### config.mk
export PLATFORM = sky130hd
export DESIGN_NAME = port_link_ctrl
export DESIGN_NICKNAME = d
export VERILOG_FILES = /design/src/shared/port_link_pkg.sv /design/src/verilog/port_link_ctrl.sv
export VERILOG_INCLUDE_DIRS = /design/src /design/src/shared
export SDC_FILE = /design/constraint.sdc
export NUM_CORES = 1
export LEC_CHECK = 0
export BUFFER_PORTS_ARGS = -buffer_cell sky130_fd_sc_hd__buf_2
export CAP_MARGIN = 40
export CORE_AREA = 8 8 212 214
export CTS_CLUSTER_SIZE = 10
export DETAILED_ROUTE_END_ITERATION = 6
export DIE_AREA = 0 0 220 222
export PLACE_DENSITY = 0.84
export SLEW_MARGIN = 20
export SYNTH_ARGS = -nofsm -noshare
export SYNTH_HDL_FRONTEND = slang
export SYNTH_SLANG_ARGS = --single-unit
### constraint.sdc
create_clock -name ref_clk -period 2.4 [get_ports ref_clk]
set_input_delay 0.36 -clock ref_clk [delete_from_list [all_inputs] [get_ports ref_clk]]
set_output_delay 0.36 -clock ref_clk [all_outputs]
set_load 0.01 [all_outputs]
### src/shared/port_link_defines.svh
// offsets, field positions, reset values and timing counts
`ifndef PORT_LINK_DEFINES_SVH
`define PORT_LINK_DEFINES_SVH
// ---------------------------------------------------------------
// geometry
// ---------------------------------------------------------------
`define NUM_PORTS     8
// ---------------------------------------------------------------
// register byte offsets
// ---------------------------------------------------------------
`define OFS_SEL       8'h00
`define OFS_CFG       8'h04
`define OFS_IRQ_STAT  8'h10
`define OFS_IRQ_CLR   8'h14
`define OFS_IRQ_EN    8'h18
`define OFS_PSTAT     8'h20
`define PSTAT_PAGE    3'h1
// ---------------------------------------------------------------
// config word fields
// ---------------------------------------------------------------
`define CFG_MODE_MSB  2
`define CFG_EN_BIT    3
`define CFG_FC_BIT    4
`define CFG_LB_BIT    5
// ---------------------------------------------------------------
// speed/duplex setting codes and speed codes
// ---------------------------------------------------------------
`define MODE_AUTO     3'h0
`define MODE_10F      3'h1
`define MODE_10H      3'h2
`define MODE_100F     3'h3
`define MODE_100H     3'h4
`define MODE_1000F    3'h5
`define SPD_10        2'h0
`define SPD_100       2'h1
`define SPD_1000      2'h2
// ability bits: 10h, 10f, 100h, 100f, 1000f
`define ABIL_ALL      5'h1F
`define ABIL_1000F    5'h10
// ---------------------------------------------------------------
// reset values
// ---------------------------------------------------------------
`define RST_MODE      3'h0
`define RST_EN        1'h1
`define RST_FC        1'h0
`define RST_LB        1'h0
// ---------------------------------------------------------------
// timing
// ---------------------------------------------------------------
`define CLK_MHZ       200
`define SETTLE_NS     1000
`define SETTLE_CYC    ((`SETTLE_NS * `CLK_MHZ + 999) / 1000)
`endif

### src/shared/port_link_pkg.sv
// types shared by the port link controller
`include "port_link_defines.svh"
package port_link_pkg;
   // -------------------------------------------------------------
   // link state machine
   // -------------------------------------------------------------
   typedef enum logic [1:0] {
      LS_DOWN   = 2'b00,
      LS_SETTLE = 2'b01,
      LS_UP     = 2'b10,
      LS_OFF    = 2'b11
   } link_state_type;
   // -------------------------------------------------------------
   // line side bundles
   // -------------------------------------------------------------
   typedef struct packed {
      logic       sig_detect;
      logic       peer_an;
      logic [4:0] peer_abil;
      logic [1:0] sensed_spd;
      logic       crossed;
      logic       buf_full;
      logic       rx_busy;
      logic       rx_valid;
      logic [7:0] rxd;
      logic       tx_valid;
      logic [7:0] txd;
   } line_in_type;
   typedef struct packed {
      logic       link_up;
      logic [1:0] speed;
      logic       full;
      logic       fc_on;
      logic       mdi_swap;
      logic       pause_send;
      logic       jam;
      logic       tx_ready;
      logic       tx_en;
      logic [7:0] txd;
      logic       rx_valid;
      logic [7:0] rxd;
   } line_out_type;
   // -------------------------------------------------------------
   // state
   // -------------------------------------------------------------
   typedef struct packed {
      logic [2:0]     mode;
      logic           en;
      logic           fc;
      logic           lb;
      link_state_type ls;
      logic [7:0]     cnt;
      logic           buf_q;
      line_out_type   o;
   } port_state_type;
   typedef struct packed {
      port_state_type [`NUM_PORTS-1:0] ports;
      logic [`NUM_PORTS-1:0]           sel;
      logic [`NUM_PORTS-1:0]           irq_stat;
      logic [`NUM_PORTS-1:0]           irq_en;
      logic                            wr_pend;
      logic [7:0]                      wr_addr;
      logic [31:0]                     rdata;
      logic                            irq;
   } state_type;
endpackage

### src/verilog/port_link_ctrl.sv
// per-port link setup, flow control and ahb-lite register slave
`timescale 1ns/1ps
`include "port_link_defines.svh"
// Functional notes
// - auto mode trades abilities with the peer and picks the best common.
// - a peer that does not negotiate gives sensed speed at half duplex.
// - forced mode uses the set speed/duplex; the peer must match it.
// - full duplex with flow control sends pause when buffers fill.
// - half duplex with flow control jams the sender as a collision.
// - gigabit on copper only comes up through negotiation.
// - after reset every port is auto with flow control off.
// - the speed/duplex setting takes only its six legal codes.
// - mac loopback returns transmit data to the receive path.
// - flow control off means no pause and no jam.
// - a disabled port carries nothing and shows link down.
// - crossover correction works only with auto speed and duplex.
// - status shows speed, duplex and flow control while up.
// - speed reads as 10, 100, 1000, or code 3 after parallel detect of sensed code 3, and duplex as full or half.
// - in half duplex the port holds transmit while receiving.
// - a config write applies identically to all selected ports.
module port_link_ctrl
(
   // clock and reset
   input  wire logic                         ref_clk,
   input  wire logic                         sys_rst,
   // ahb-lite slave
   input  wire logic                         hsel,
   input  wire logic [31:0]                  haddr,
   input  wire logic [1:0]                   htrans,
   input  wire logic                         hwrite,
   input  wire logic [2:0]                   hsize,
   input  wire logic [31:0]                  hwdata,
   input  wire logic                         hready,
   output logic                              hreadyout,
   output logic                              hresp,
   output logic [31:0]                       hrdata,
   // interrupt
   output logic                              irq,
   // line side, one bundle per port
   input  wire port_link_pkg::line_in_type  [`NUM_PORTS-1:0] line_in,
   output port_link_pkg::line_out_type      [`NUM_PORTS-1:0] line_out
);
   // -------------------------------------------------------------
   // helpers
   // -------------------------------------------------------------
   function automatic logic reg_hit(input logic [7:0] a,
                                    input logic [7:0] ofs);
      reg_hit = a[7:2] == ofs[7:2];
   endfunction
   // best common ability: {ok, speed, full}
   function automatic logic [3:0] resolve(input logic [4:0] c);
      if (c[4])
         resolve = {1'b1, `SPD_1000, 1'b1};
      else if (c[3])
         resolve = {1'b1, `SPD_100, 1'b1};
      else if (c[2])
         resolve = {1'b1, `SPD_100, 1'b0};
      else if (c[1])
         resolve = {1'b1, `SPD_10, 1'b1};
      else if (c[0])
         resolve = {1'b1, `SPD_10, 1'b0};
      else
         resolve = 4'h0;
   endfunction
   function automatic logic [1:0] mode_spd(input logic [2:0] m);
      mode_spd = (m == `MODE_100F || m == `MODE_100H) ? `SPD_100
                                                      : `SPD_10;
   endfunction
   function automatic logic mode_full(input logic [2:0] m);
      mode_full = m == `MODE_10F || m == `MODE_100F;
   endfunction
   function automatic logic [31:0] pstat(
      input port_link_pkg::port_state_type p);
      pstat = {16'h0000, p.ls, p.o.fc_on, p.o.full, p.o.speed,
               p.o.link_up, p.o.mdi_swap, 2'h0, p.lb, p.fc,
               p.en, p.mode};
   endfunction

   // -------------------------------------------------------------
   // state
   // -------------------------------------------------------------
   port_link_pkg::state_type       s;
   port_link_pkg::state_type       next_s;
   port_link_pkg::port_state_type  ps;
   port_link_pkg::line_in_type     li;
   logic [3:0]                     r;
   logic                           up;
   logic                           half_busy;
   logic                           wr_cfg;
   logic [`NUM_PORTS-1:0]          apply_v;
   logic [`NUM_PORTS-1:0]          ev;
   logic [`NUM_PORTS-1:0]          clr;

   // next-state logic for bus, ports and interrupt
   always_comb
   begin
      next_s = s;
      ps = s.ports[0];
      li = line_in[0];
      r = 4'h0;
      up = 1'b0;
      half_busy = 1'b0;
      ev = '0;
      clr = '0;
      apply_v = '0;
      wr_cfg = s.wr_pend && reg_hit(s.wr_addr, `OFS_CFG);

      // address phase: capture writes, prepare read data
      next_s.wr_pend = 1'b0;
      if (hsel && htrans[1] && hready)
      begin
         next_s.wr_pend = hwrite;
         next_s.wr_addr = haddr[7:0];
         if (!hwrite)
         begin
            next_s.rdata = 32'h0000_0000;
            if (reg_hit(haddr[7:0], `OFS_SEL))
               next_s.rdata[7:0] = s.sel;
            else if (reg_hit(haddr[7:0], `OFS_IRQ_STAT))
               next_s.rdata[7:0] = s.irq_stat;
            else if (reg_hit(haddr[7:0], `OFS_IRQ_EN))
               next_s.rdata[7:0] = s.irq_en;
            else if (haddr[7:5] == `PSTAT_PAGE)
               next_s.rdata = pstat(s.ports[haddr[4:2]]);
         end
      end

      // data phase: register writes
      if (s.wr_pend)
      begin
         if (reg_hit(s.wr_addr, `OFS_SEL))
            next_s.sel = hwdata[7:0];
         if (reg_hit(s.wr_addr, `OFS_IRQ_EN))
            next_s.irq_en = hwdata[7:0];
         if (reg_hit(s.wr_addr, `OFS_IRQ_CLR))
            clr = hwdata[7:0];
      end

      // per-port link machine and line outputs
      for (int p = 0; p < `NUM_PORTS; p++)
      begin
         ps = s.ports[p];
         li = line_in[p];
         r = 4'h0;
         apply_v[p] = wr_cfg && s.sel[p];
         case (ps.ls)
            port_link_pkg::LS_OFF:
            begin
               if (ps.en)
                  ps.ls = port_link_pkg::LS_DOWN;
            end
            port_link_pkg::LS_DOWN:
            begin
               if (!ps.en)
                  ps.ls = port_link_pkg::LS_OFF;
               else if (li.sig_detect)
               begin
                  if (ps.mode == `MODE_AUTO || ps.mode == `MODE_1000F)
                  begin
                     if (li.peer_an)
                        r = resolve(li.peer_abil &
                                    ((ps.mode == `MODE_AUTO) ?
                                     `ABIL_ALL : `ABIL_1000F));
                     else if (ps.mode == `MODE_AUTO &&
                              li.sensed_spd != `SPD_1000)
                        r = {1'b1, li.sensed_spd, 1'b0};
                  end
                  else
                     r = {li.sensed_spd == mode_spd(ps.mode),
                          mode_spd(ps.mode), mode_full(ps.mode)};
                  if (r[3])
                  begin
                     ps.ls = port_link_pkg::LS_SETTLE;
                     ps.cnt = 8'h00;
                     ps.o.speed = r[2:1];
                     ps.o.full = r[0];
                     ps.o.mdi_swap = (ps.mode == `MODE_AUTO) &&
                                     li.crossed;
                  end
               end
            end
            port_link_pkg::LS_SETTLE:
            begin
               if (!ps.en)
                  ps.ls = port_link_pkg::LS_OFF;
               else if (!li.sig_detect)
                  ps.ls = port_link_pkg::LS_DOWN;
               else if (ps.cnt == 8'(`SETTLE_CYC - 1))
                  ps.ls = port_link_pkg::LS_UP;
               else
                  ps.cnt = ps.cnt + 8'h01;
            end
            port_link_pkg::LS_UP:
            begin
               if (!ps.en)
                  ps.ls = port_link_pkg::LS_OFF;
               else if (!li.sig_detect)
                  ps.ls = port_link_pkg::LS_DOWN;
            end
            default:
               ps.ls = port_link_pkg::LS_DOWN;
         endcase

         // config write to a selected port restarts its link
         if (apply_v[p])
         begin
            if (hwdata[`CFG_MODE_MSB:0] <= `MODE_1000F)
               ps.mode = hwdata[`CFG_MODE_MSB:0];
            ps.en = hwdata[`CFG_EN_BIT];
            ps.fc = hwdata[`CFG_FC_BIT];
            ps.lb = hwdata[`CFG_LB_BIT];
            ps.ls = port_link_pkg::LS_DOWN;
            ps.o.mdi_swap = 1'b0;
         end

         // line-side outputs from the next state
         up = ps.ls == port_link_pkg::LS_UP;
         half_busy = !ps.o.full && li.rx_busy;
         ev[p] = up != ps.o.link_up;
         ps.o.link_up = up;
         ps.o.fc_on = up && ps.fc;
         ps.o.pause_send = up && ps.o.full && ps.fc && li.buf_full &&
                           !ps.buf_q;
         ps.o.jam = up && half_busy && ps.fc && li.buf_full;
         ps.o.tx_ready = ps.en &&
                         (ps.lb || (up && !half_busy));
         ps.o.tx_en = ps.o.tx_ready && !ps.lb && li.tx_valid;
         ps.o.txd = li.txd;
         ps.o.rx_valid = ps.lb ? (ps.en && li.tx_valid)
                               : (up && li.rx_valid);
         ps.o.rxd = ps.lb ? li.txd : li.rxd;
         ps.buf_q = li.buf_full;
         next_s.ports[p] = ps;
      end

      // sticky link-change status, set wins over clear
      next_s.irq_stat = (s.irq_stat & ~clr) | ev;
      next_s.irq = |(next_s.irq_stat & next_s.irq_en);

      // synchronous reset
      if (sys_rst)
      begin
         next_s = '0;
         for (int p = 0; p < `NUM_PORTS; p++)
         begin
            next_s.ports[p].mode = `RST_MODE;
            next_s.ports[p].en = `RST_EN;
            next_s.ports[p].fc = `RST_FC;
            next_s.ports[p].lb = `RST_LB;
         end
      end
   end

   // state register
   always_ff @(posedge ref_clk)
   begin
      s <= next_s;
   end

   // -------------------------------------------------------------
   // outputs
   // -------------------------------------------------------------
   assign hreadyout = 1'b1;        // zero wait state
   assign hresp = 1'b0;            // always okay
   assign hrdata = s.rdata;
   assign irq = s.irq;

   generate
      for (genvar g = 0; g < `NUM_PORTS; g++)
      begin : gp
         assign line_out[g] = s.ports[g].o;

      end
   endgenerate
endmodule // port_link_ctrl
==> After elaboration in Yosys (flattened, before gate mapping) <==
Cells that the tools add are included.
{ "word_totals": {"regBits": 418, "latch_bits": 0, "ramBits": 0, "mem_bits_ro": 0, "in_bits": 314, "output_inout_bits": 251, "wordCells": 899, "mem_count": 0} }
{ "op_classes": {"addsub": 8, "multipliers": 0, "n_div": 0, "n_lt_le_gt_ge": 2, "eq_ne": 150, "shift": 0, "muxes": 293, "bitwise": 14, "reduce_logical": 273} }
{ "ops": {"columns": ["operator", "n"], "rows": [
  ["$mux W8", 49],
  ["$mux W4", 96],
  ["$mux W10", 16],
  ["$logic_and A1 B1 Y1", 147],
  ["$bmux W44 S3", 1],
  ["$pmux W8 S2", 8],
  ["$mux W2", 56],
  ["$ne A2 B2 Y1 const B", 48],
  ["$add A8 B1 Y8 const B", 8],
  ["$eq A8 B8 Y1 const B", 8],
  ["$pmux W2 S4", 8],
  ["$reduce_and A7 Y1", 8],
  ["$eq A2 B2 Y1 const B", 24],
  ["$eq A3 B3 Y1 const B", 16],
  ["$mux W1", 48],
  ["$mux W44", 1],
  ["$and A5 B5 Y5", 8],
  ["$mux W5", 8],
  ["$logic_not A1 Y1", 32],
  ["$logic_or A1 B1 Y1", 32],
  ["$reduce_and A4 Y1", 8],
  ["$eq A3 B1 Y1 const B", 9],
  ["$eq A3 B2 Y1 const B", 8],
  ["$eq A6 B3 Y1 const B", 4],
  ["other kinds (20)", 89]
]} }

==> Longest topological paths before layout <==
{ "logic_depth": {"ltp_word": 25, "depth_mapped": 10, "mapped_depth_nobuf": 8} }

==> Worst setup path after synthesis <==
OpenSTA, ideal clock, no wires.
{ "synth_path": {"path_kind": "input -> register", "start": "input port line_in[204] (netlist name)", "end": "register s (netlist bit line_out[179])", "setup_time_ps": 116, "t_arrival_ps": 2001, "required_ps": 2284, "slack_ps": 283, "cell_stages": 7, "n_path_buf": 0, "cell_sequence": "or4_1 a21oi_1 o21ai_0 o21ai_2 mux2i_1 nand2_1 and4_1"} }
{ "synth_via": {"elab_chain_cells": 22, "word_cells_on_any_way": 28, "cone_classes": "eq/ne: 1; mux: 18; bitwise: 1; reduce/logical: 8"} }
{ "synth_rtl": {"columns": ["item", "line_no", "text"], "rows": [
  ["start, declared", "port_link_ctrl.sv:40", "input wire port_link_pkg::line_in_type [`NUM_PORTS-1:0] line_in,"],
  ["$and A5 B5 Y5 (*)", "port_link_ctrl.sv:161", "r = resolve(li.peer_abil &"],
  ["$mux W4 (*)", "port_link_ctrl.sv:58", "else if (c[1])"],
  ["$mux W4 (*)", "port_link_ctrl.sv:56", "else if (c[2])"],
  ["$mux W4 (*)", "port_link_ctrl.sv:54", "else if (c[3])"],
  ["$mux W4 (*)", "port_link_ctrl.sv:52", "if (c[4])"],
  ["$mux W4 (*)", "port_link_ctrl.sv:160", "if (li.peer_an)"],
  ["$mux W4 (*)", "port_link_ctrl.sv:158", "if (ps.mode == `MODE_AUTO || ps.mode == `MODE_1000F)"],
  ["$mux W4 (*)", "port_link_ctrl.sv:156", "else if (li.sig_detect)"],
  ["$mux W4 (*)", "port_link_ctrl.sv:154", "if (!ps.en)"],
  ["$mux W4 (*)", "port_link_ctrl.sv:146", "case (ps.ls)"],
  ["branches (longest 7 deep; another with $mux W10)", null, null],
  ["$logic_and A1 B1 Y1 (*)", "port_link_ctrl.sv:226", "(ps.lb || (up && !half_busy));"],
  ["$logic_or A1 B1 Y1 (*)", "port_link_ctrl.sv:226", null],
  ["$logic_and A1 B1 Y1 (*)", "port_link_ctrl.sv:225", "ps.o.tx_ready = ps.en &&"],
  ["$logic_and A1 B1 Y1 (*) (2 in a row)", "port_link_ctrl.sv:227", "ps.o.tx_en = ps.o.tx_ready && !ps.lb && li.tx_valid;"],
  ["end signal, assigned", "port_link_ctrl.sv:257", "s <= next_s;"],
  ["end, declared", "port_link_ctrl.sv:82", "port_link_pkg::state_type s;"]
]} }
Every way passes the cells marked *. The select of a mux whose other input is x is not followed.
A chain may end at the register's enable or synchronous reset.

==> Worst setup path after layout <==
{ "layout_path": {"start": "register s[40] (netlist name)", "end": "register s (netlist bit line_out[35])"} }
{ "layout_via": {"elab_chain_cells": 7, "word_cells_on_any_way": 8, "cone_classes": "eq/ne: 2; mux: 2; reduce/logical: 4"} }
{ "layout_rtl": {"columns": ["item", "line_no", "text"], "rows": [
  ["$eq A6 B1 Y1 (*)", "port_link_ctrl.sv:48", "reg_hit = a[7:2] == ofs[7:2];"],
  ["$logic_and A1 B1 Y1 (*)", "port_link_ctrl.sv:106", "wr_cfg = s.wr_pend && reg_hit(s.wr_addr, `OFS_CFG);"],
  ["$logic_and A1 B1 Y1 (*)", "port_link_ctrl.sv:145", "apply_v[p] = wr_cfg && s.sel[p];"],
  ["$mux W5 (*)", "port_link_ctrl.sv:205", "if (apply_v[p])"],
  ["$eq A2 B2 Y1", "port_link_ctrl.sv:217", "up = ps.ls == port_link_pkg::LS_UP;"],
  ["$logic_and A1 B1 Y1", "port_link_ctrl.sv:230", ": (up && li.rx_valid);"],
  ["$mux W1 (*)", "port_link_ctrl.sv:229", "ps.o.rx_valid = ps.lb ? (ps.en && li.tx_valid)"]
]} }
Mark *: on every way between the ends. The rest lies on a longest branch, timed or not.

==> impl_metrics.py <==
metrics = {
    "outcome": {
        "status": "completed",
    },
    "min_path": {
        "hold_class": "in -> reg",
    },
    "global_route": {
        "grt_pass1_vias": 16530,
        "grt_max_degree": 86,
        "antenna_found_initial": 17,
        "grt_overflow": 0,
        "grt_usage_pct": 24.91,
        "grt_pass1_wl_um": 95740,
    },
    "detailed_routing": {
        "routedWlPerCell_um": 20.88,
        "drtPass1Iterations": 5,
        "detail_route.iter0.violations": 1441,
        "drc": 0,
        "ant_nets": 0,
        "via_per_inst": 5.439,
        "vias": 16690,
        "finalWirelength_um": 64070,
    },
    "die": {
        "dieArea_um2": 48840,
        "die_width_um": 220,
        "core_area_um2": 41480,
        "ioPinCount": 565,
        "initial_core_util_pct": 46.64,
        "std_cell_rows": 75,
        "die_y_um": 222,
    },
    "setup_path": {
        "critPathRequiredTime_ns": 2.84,
        "cp-startpoint": "s[40]$_SDFFE_PP0P_",
        "cp.arrival_ns": 2.75,
        "path_class": "reg -> reg",
        "endpoint_kind": "flip-flop",
        "r2r_slack_ns": 0.09,
        "start_kind": "flip-flop",
        "r2r_end": "line_out[35]$_SDFF_PP0_",
        "crit_end": "line_out[35]$_SDFF_PP0_",
        "critPathMaxFanout": 7,
        "rr_worst_depth": 7,
        "reg2reg_from": "s[40]$_SDFFE_PP0P_",
    },
    "placed_design": {
        "place_area_um2": 21170,
        "dp_hpwl_um": 50570,
        "gp_congestion": 0.9487,
        "port_buffers": 492,
        "dp_cells": 2970,
    },
    "cts": {
        "clk_pin_slew_ns": 0.06,
        "clock_latency_ns": 0.58,
        "cts_inserted_buffers": 47,
        "cts.htree.levels": 2,
        "cts_root_buf": "clkbuf_16",
        "cts_tree": "built",
        "clock_path_buffers": 3,
        "cts.sinks": 400,
    },
    "yosys": {
        "avgSynthCellArea_um2": 8.923,
        "synthFlopType": "dfxtp_1",
        "ys_types": 83,
        "ys_seq_area_share_pct": 41.39,
        "postSynthCellCount": 2168,
        "synth-simple-area-share_pct": 22.50,
        "synth_fa_ha_area_share_pct": 0.5174,
        "ys_warn_count": 0,
        "synth_top_family_by_area": "simple AND/OR/NAND/NOR gates",
        "synth-compound-area-share_pct": 9.682,
        "synth_edf_count": 0,
        "synth_mux_area_share_pct": 10.03,
        "syn_area_um2": 19340,
        "synth_xor_area_share_pct": 2.762,
        "ys_seq_elements": 400,
        "async_flop_share_pct": 0,
    },
    "sta": {
        "worstMarginPinSlew_ns": 0.6045,
        "rsz0062_at_grt": "yes",
        "fmax_mhz": 432.5,
        "relSlewSlack_pct": 59.48,
        "hold_violations": 0,
        "finalClockSkew_ns": 0.02223,
        "slew_violations": 0,
        "setup_viol": 0,
        "whs_ns": 0.02587,
        "final.min_clock_period_ns": 2.312,
        "fin_crit_sh_pct": 96.33,
    },
    "power": {
        "ir_drop_mv": 0.4703,
        "power_density_nw_per_um2": 651.4,
        "p_leak_uw": 0.01048,
        "total_power_uw": 14920,
    },
    "final_layout": {
        "final_cells": 3069,
        "fillers": 3681,
        "area_growth_pct": 18.40,
        "final_area_um2": 22900,
        "final_nets": 2830,
        "layout-drive-gt1-share_pct": 29.98,
    },
    "job": {
        "max-cap-violations": 0,
    },
}
-- cells in the mapped netlist, types with 7 or more instances --
master	n	share of area, %
a21oi_1	103	2.7
mux2_2	15	0.87
a211o_1	7	0.32
nor2_1	293	5.7
nor3b_1	16	0.62
nand2b_1	31	1.0
buf_2	26	0.67
inv_1	65	1.3
buf_1	8	0.16
a221oi_1	7	0.32
and2_1	13	0.42
a211oi_1	13	0.50
o22a_1	8	0.36
nand4b_1	7	0.32
nor2b_1	114	3.7
mux4_2	28	3.3
nand2_1	104	2.0
and3_1	11	0.36
nor4_1	15	0.49
xor2_1	19	0.86
mux2i_1	114	5.9
o31ai_1	7	0.27
and4b_1	7	0.36
dfxtp_1	400	41
or3_1	23	0.74
nor3_2	8	0.41
a31oi_1	9	0.29
nand3b_1	12	0.47
ha_1	8	0.52
a22oi_1	15	0.58
nand3_1	47	1.2
nand4_1	22	0.71
xnor2_1	42	1.9
o21ai_0	51	1.3
or2_2	8	0.26
or4_1	8	0.31
buf_4	252	9.8
nor3_1	72	1.9
clkbuf_1	62	1.2
-- timing repair --
item,in CTS,in global routing
buffers inserted,0,2
endpoints found under the hold margin,25,0
cloned,0,1
hold buffers,25,0
setup endpoints to repair,1,40
pin swaps,0,1
resized for setup,1,17
-- worst max-delay path, stage by stage (launching register included) --
cell     delay (ns)
dfxtp_1        0.34
nor4b_4        0.34
buf_6          0.20
and4b_1        0.30
buf_4          0.16
mux2i_1        0.45
nor2b_1        0.13
a32o_1         0.25
-- sequential cells by signal, summed over array words and instances (netlist names) --
name and cells:
s 167, irq 1, line_out 216, hrdata 16
-- cells by family (layout without fill, tap and decap cells) --
group                      after synthesis  in the layout
adders and majority gates                8              8
AOI/OAI and AO/OA                      287            287
muxes                                  157            157
buffers and inverters                  413            751
other                                    2             26
xor gates and xnor gates                61             61
DFF                                    400            400
and+or+nand+nor                        840            840
-- metrics by stage --
stage / setup TNS, ns / util (%) / setup slack (ns)
finish: 0 / 55.22 / 0.08806
global route: -0.01609 / 55.20 / -0.01609
detailed placement: 0 / 51.04 / 0.03727
CTS: 0 / 54.91 / 0.05296
global placement: 0 / 51.04 / 0.07145
floorplan: 0 / - / 0.2831
-- routing by layer --
metal  share of wire [%]  wire length [um]  global-route usage [%]
met5                0.18               115                       0
met4                 3.4              2190                   8.533
met3                 8.9              5713                   6.180
met2                  47             29800                   40.60
met1                  41             26250                   31.64
-- cell usage in the layout, fill, tap and decap left out, types with 25 or more instances in the layout --
master / instances
a21oi_1: 100
dlygate4sd3_1: 25
o21ai_0: 50
nor2_1: 293
xnor2_1: 42
mux2i_1: 111
inv_1: 65
nand3_1: 47
mux4_2: 28
dfxtp_1: 400
buf_2: 491
nor3_1: 70
nor2b_1: 114
buf_4: 95
nand2_1: 104
nand2b_1: 31
clkbuf_16: 49
-- power breakdown --
| part | leakage, uW | internal, uW | switching, uW |
|---|---|---|---|
| logic | 0.00655 | 653 | 812 |
| clock network | 0.000662 | 3790 | 2700 |
| registers | 0.00327 | 6840 | 126 |
-- layout make-up --
class	instances	area, um2	area share, %
antenna	8	20.02	0.08740
clock buffer	61	1321	5.769
clock inverter	2	25.02	0.1093
inverter	65	244.0	1.065
multi-input combinational	1371	8977	39.19
sequential	400	8008	34.96
tap	539	674.4	2.944
timing repair buffer	623	3635	15.87
-- worst min-delay path by stage --
stage	depth (start not counted)	startpoint	slack [ns]	to
floorplan	1	s[225]$_SDFF_PP0_	0.37	line_out[101]$_SDFF_PP0_
global placement	1	s[313]$_SDFF_PP0_	0.38	line_out[155]$_SDFF_PP0_
detailed placement	1	s[313]$_SDFF_PP0_	0.38	line_out[155]$_SDFF_PP0_
CTS	3	line_in[221]	0.0007	line_out[191]$_SDFF_PP0_
global route	2	line_in[213]	0.02	line_out[201]$_SDFF_PP0_
finish	2	line_in[36]	0.03	line_out[42]$_SDFF_PP0_
Power figures use the tool's default switching activity.
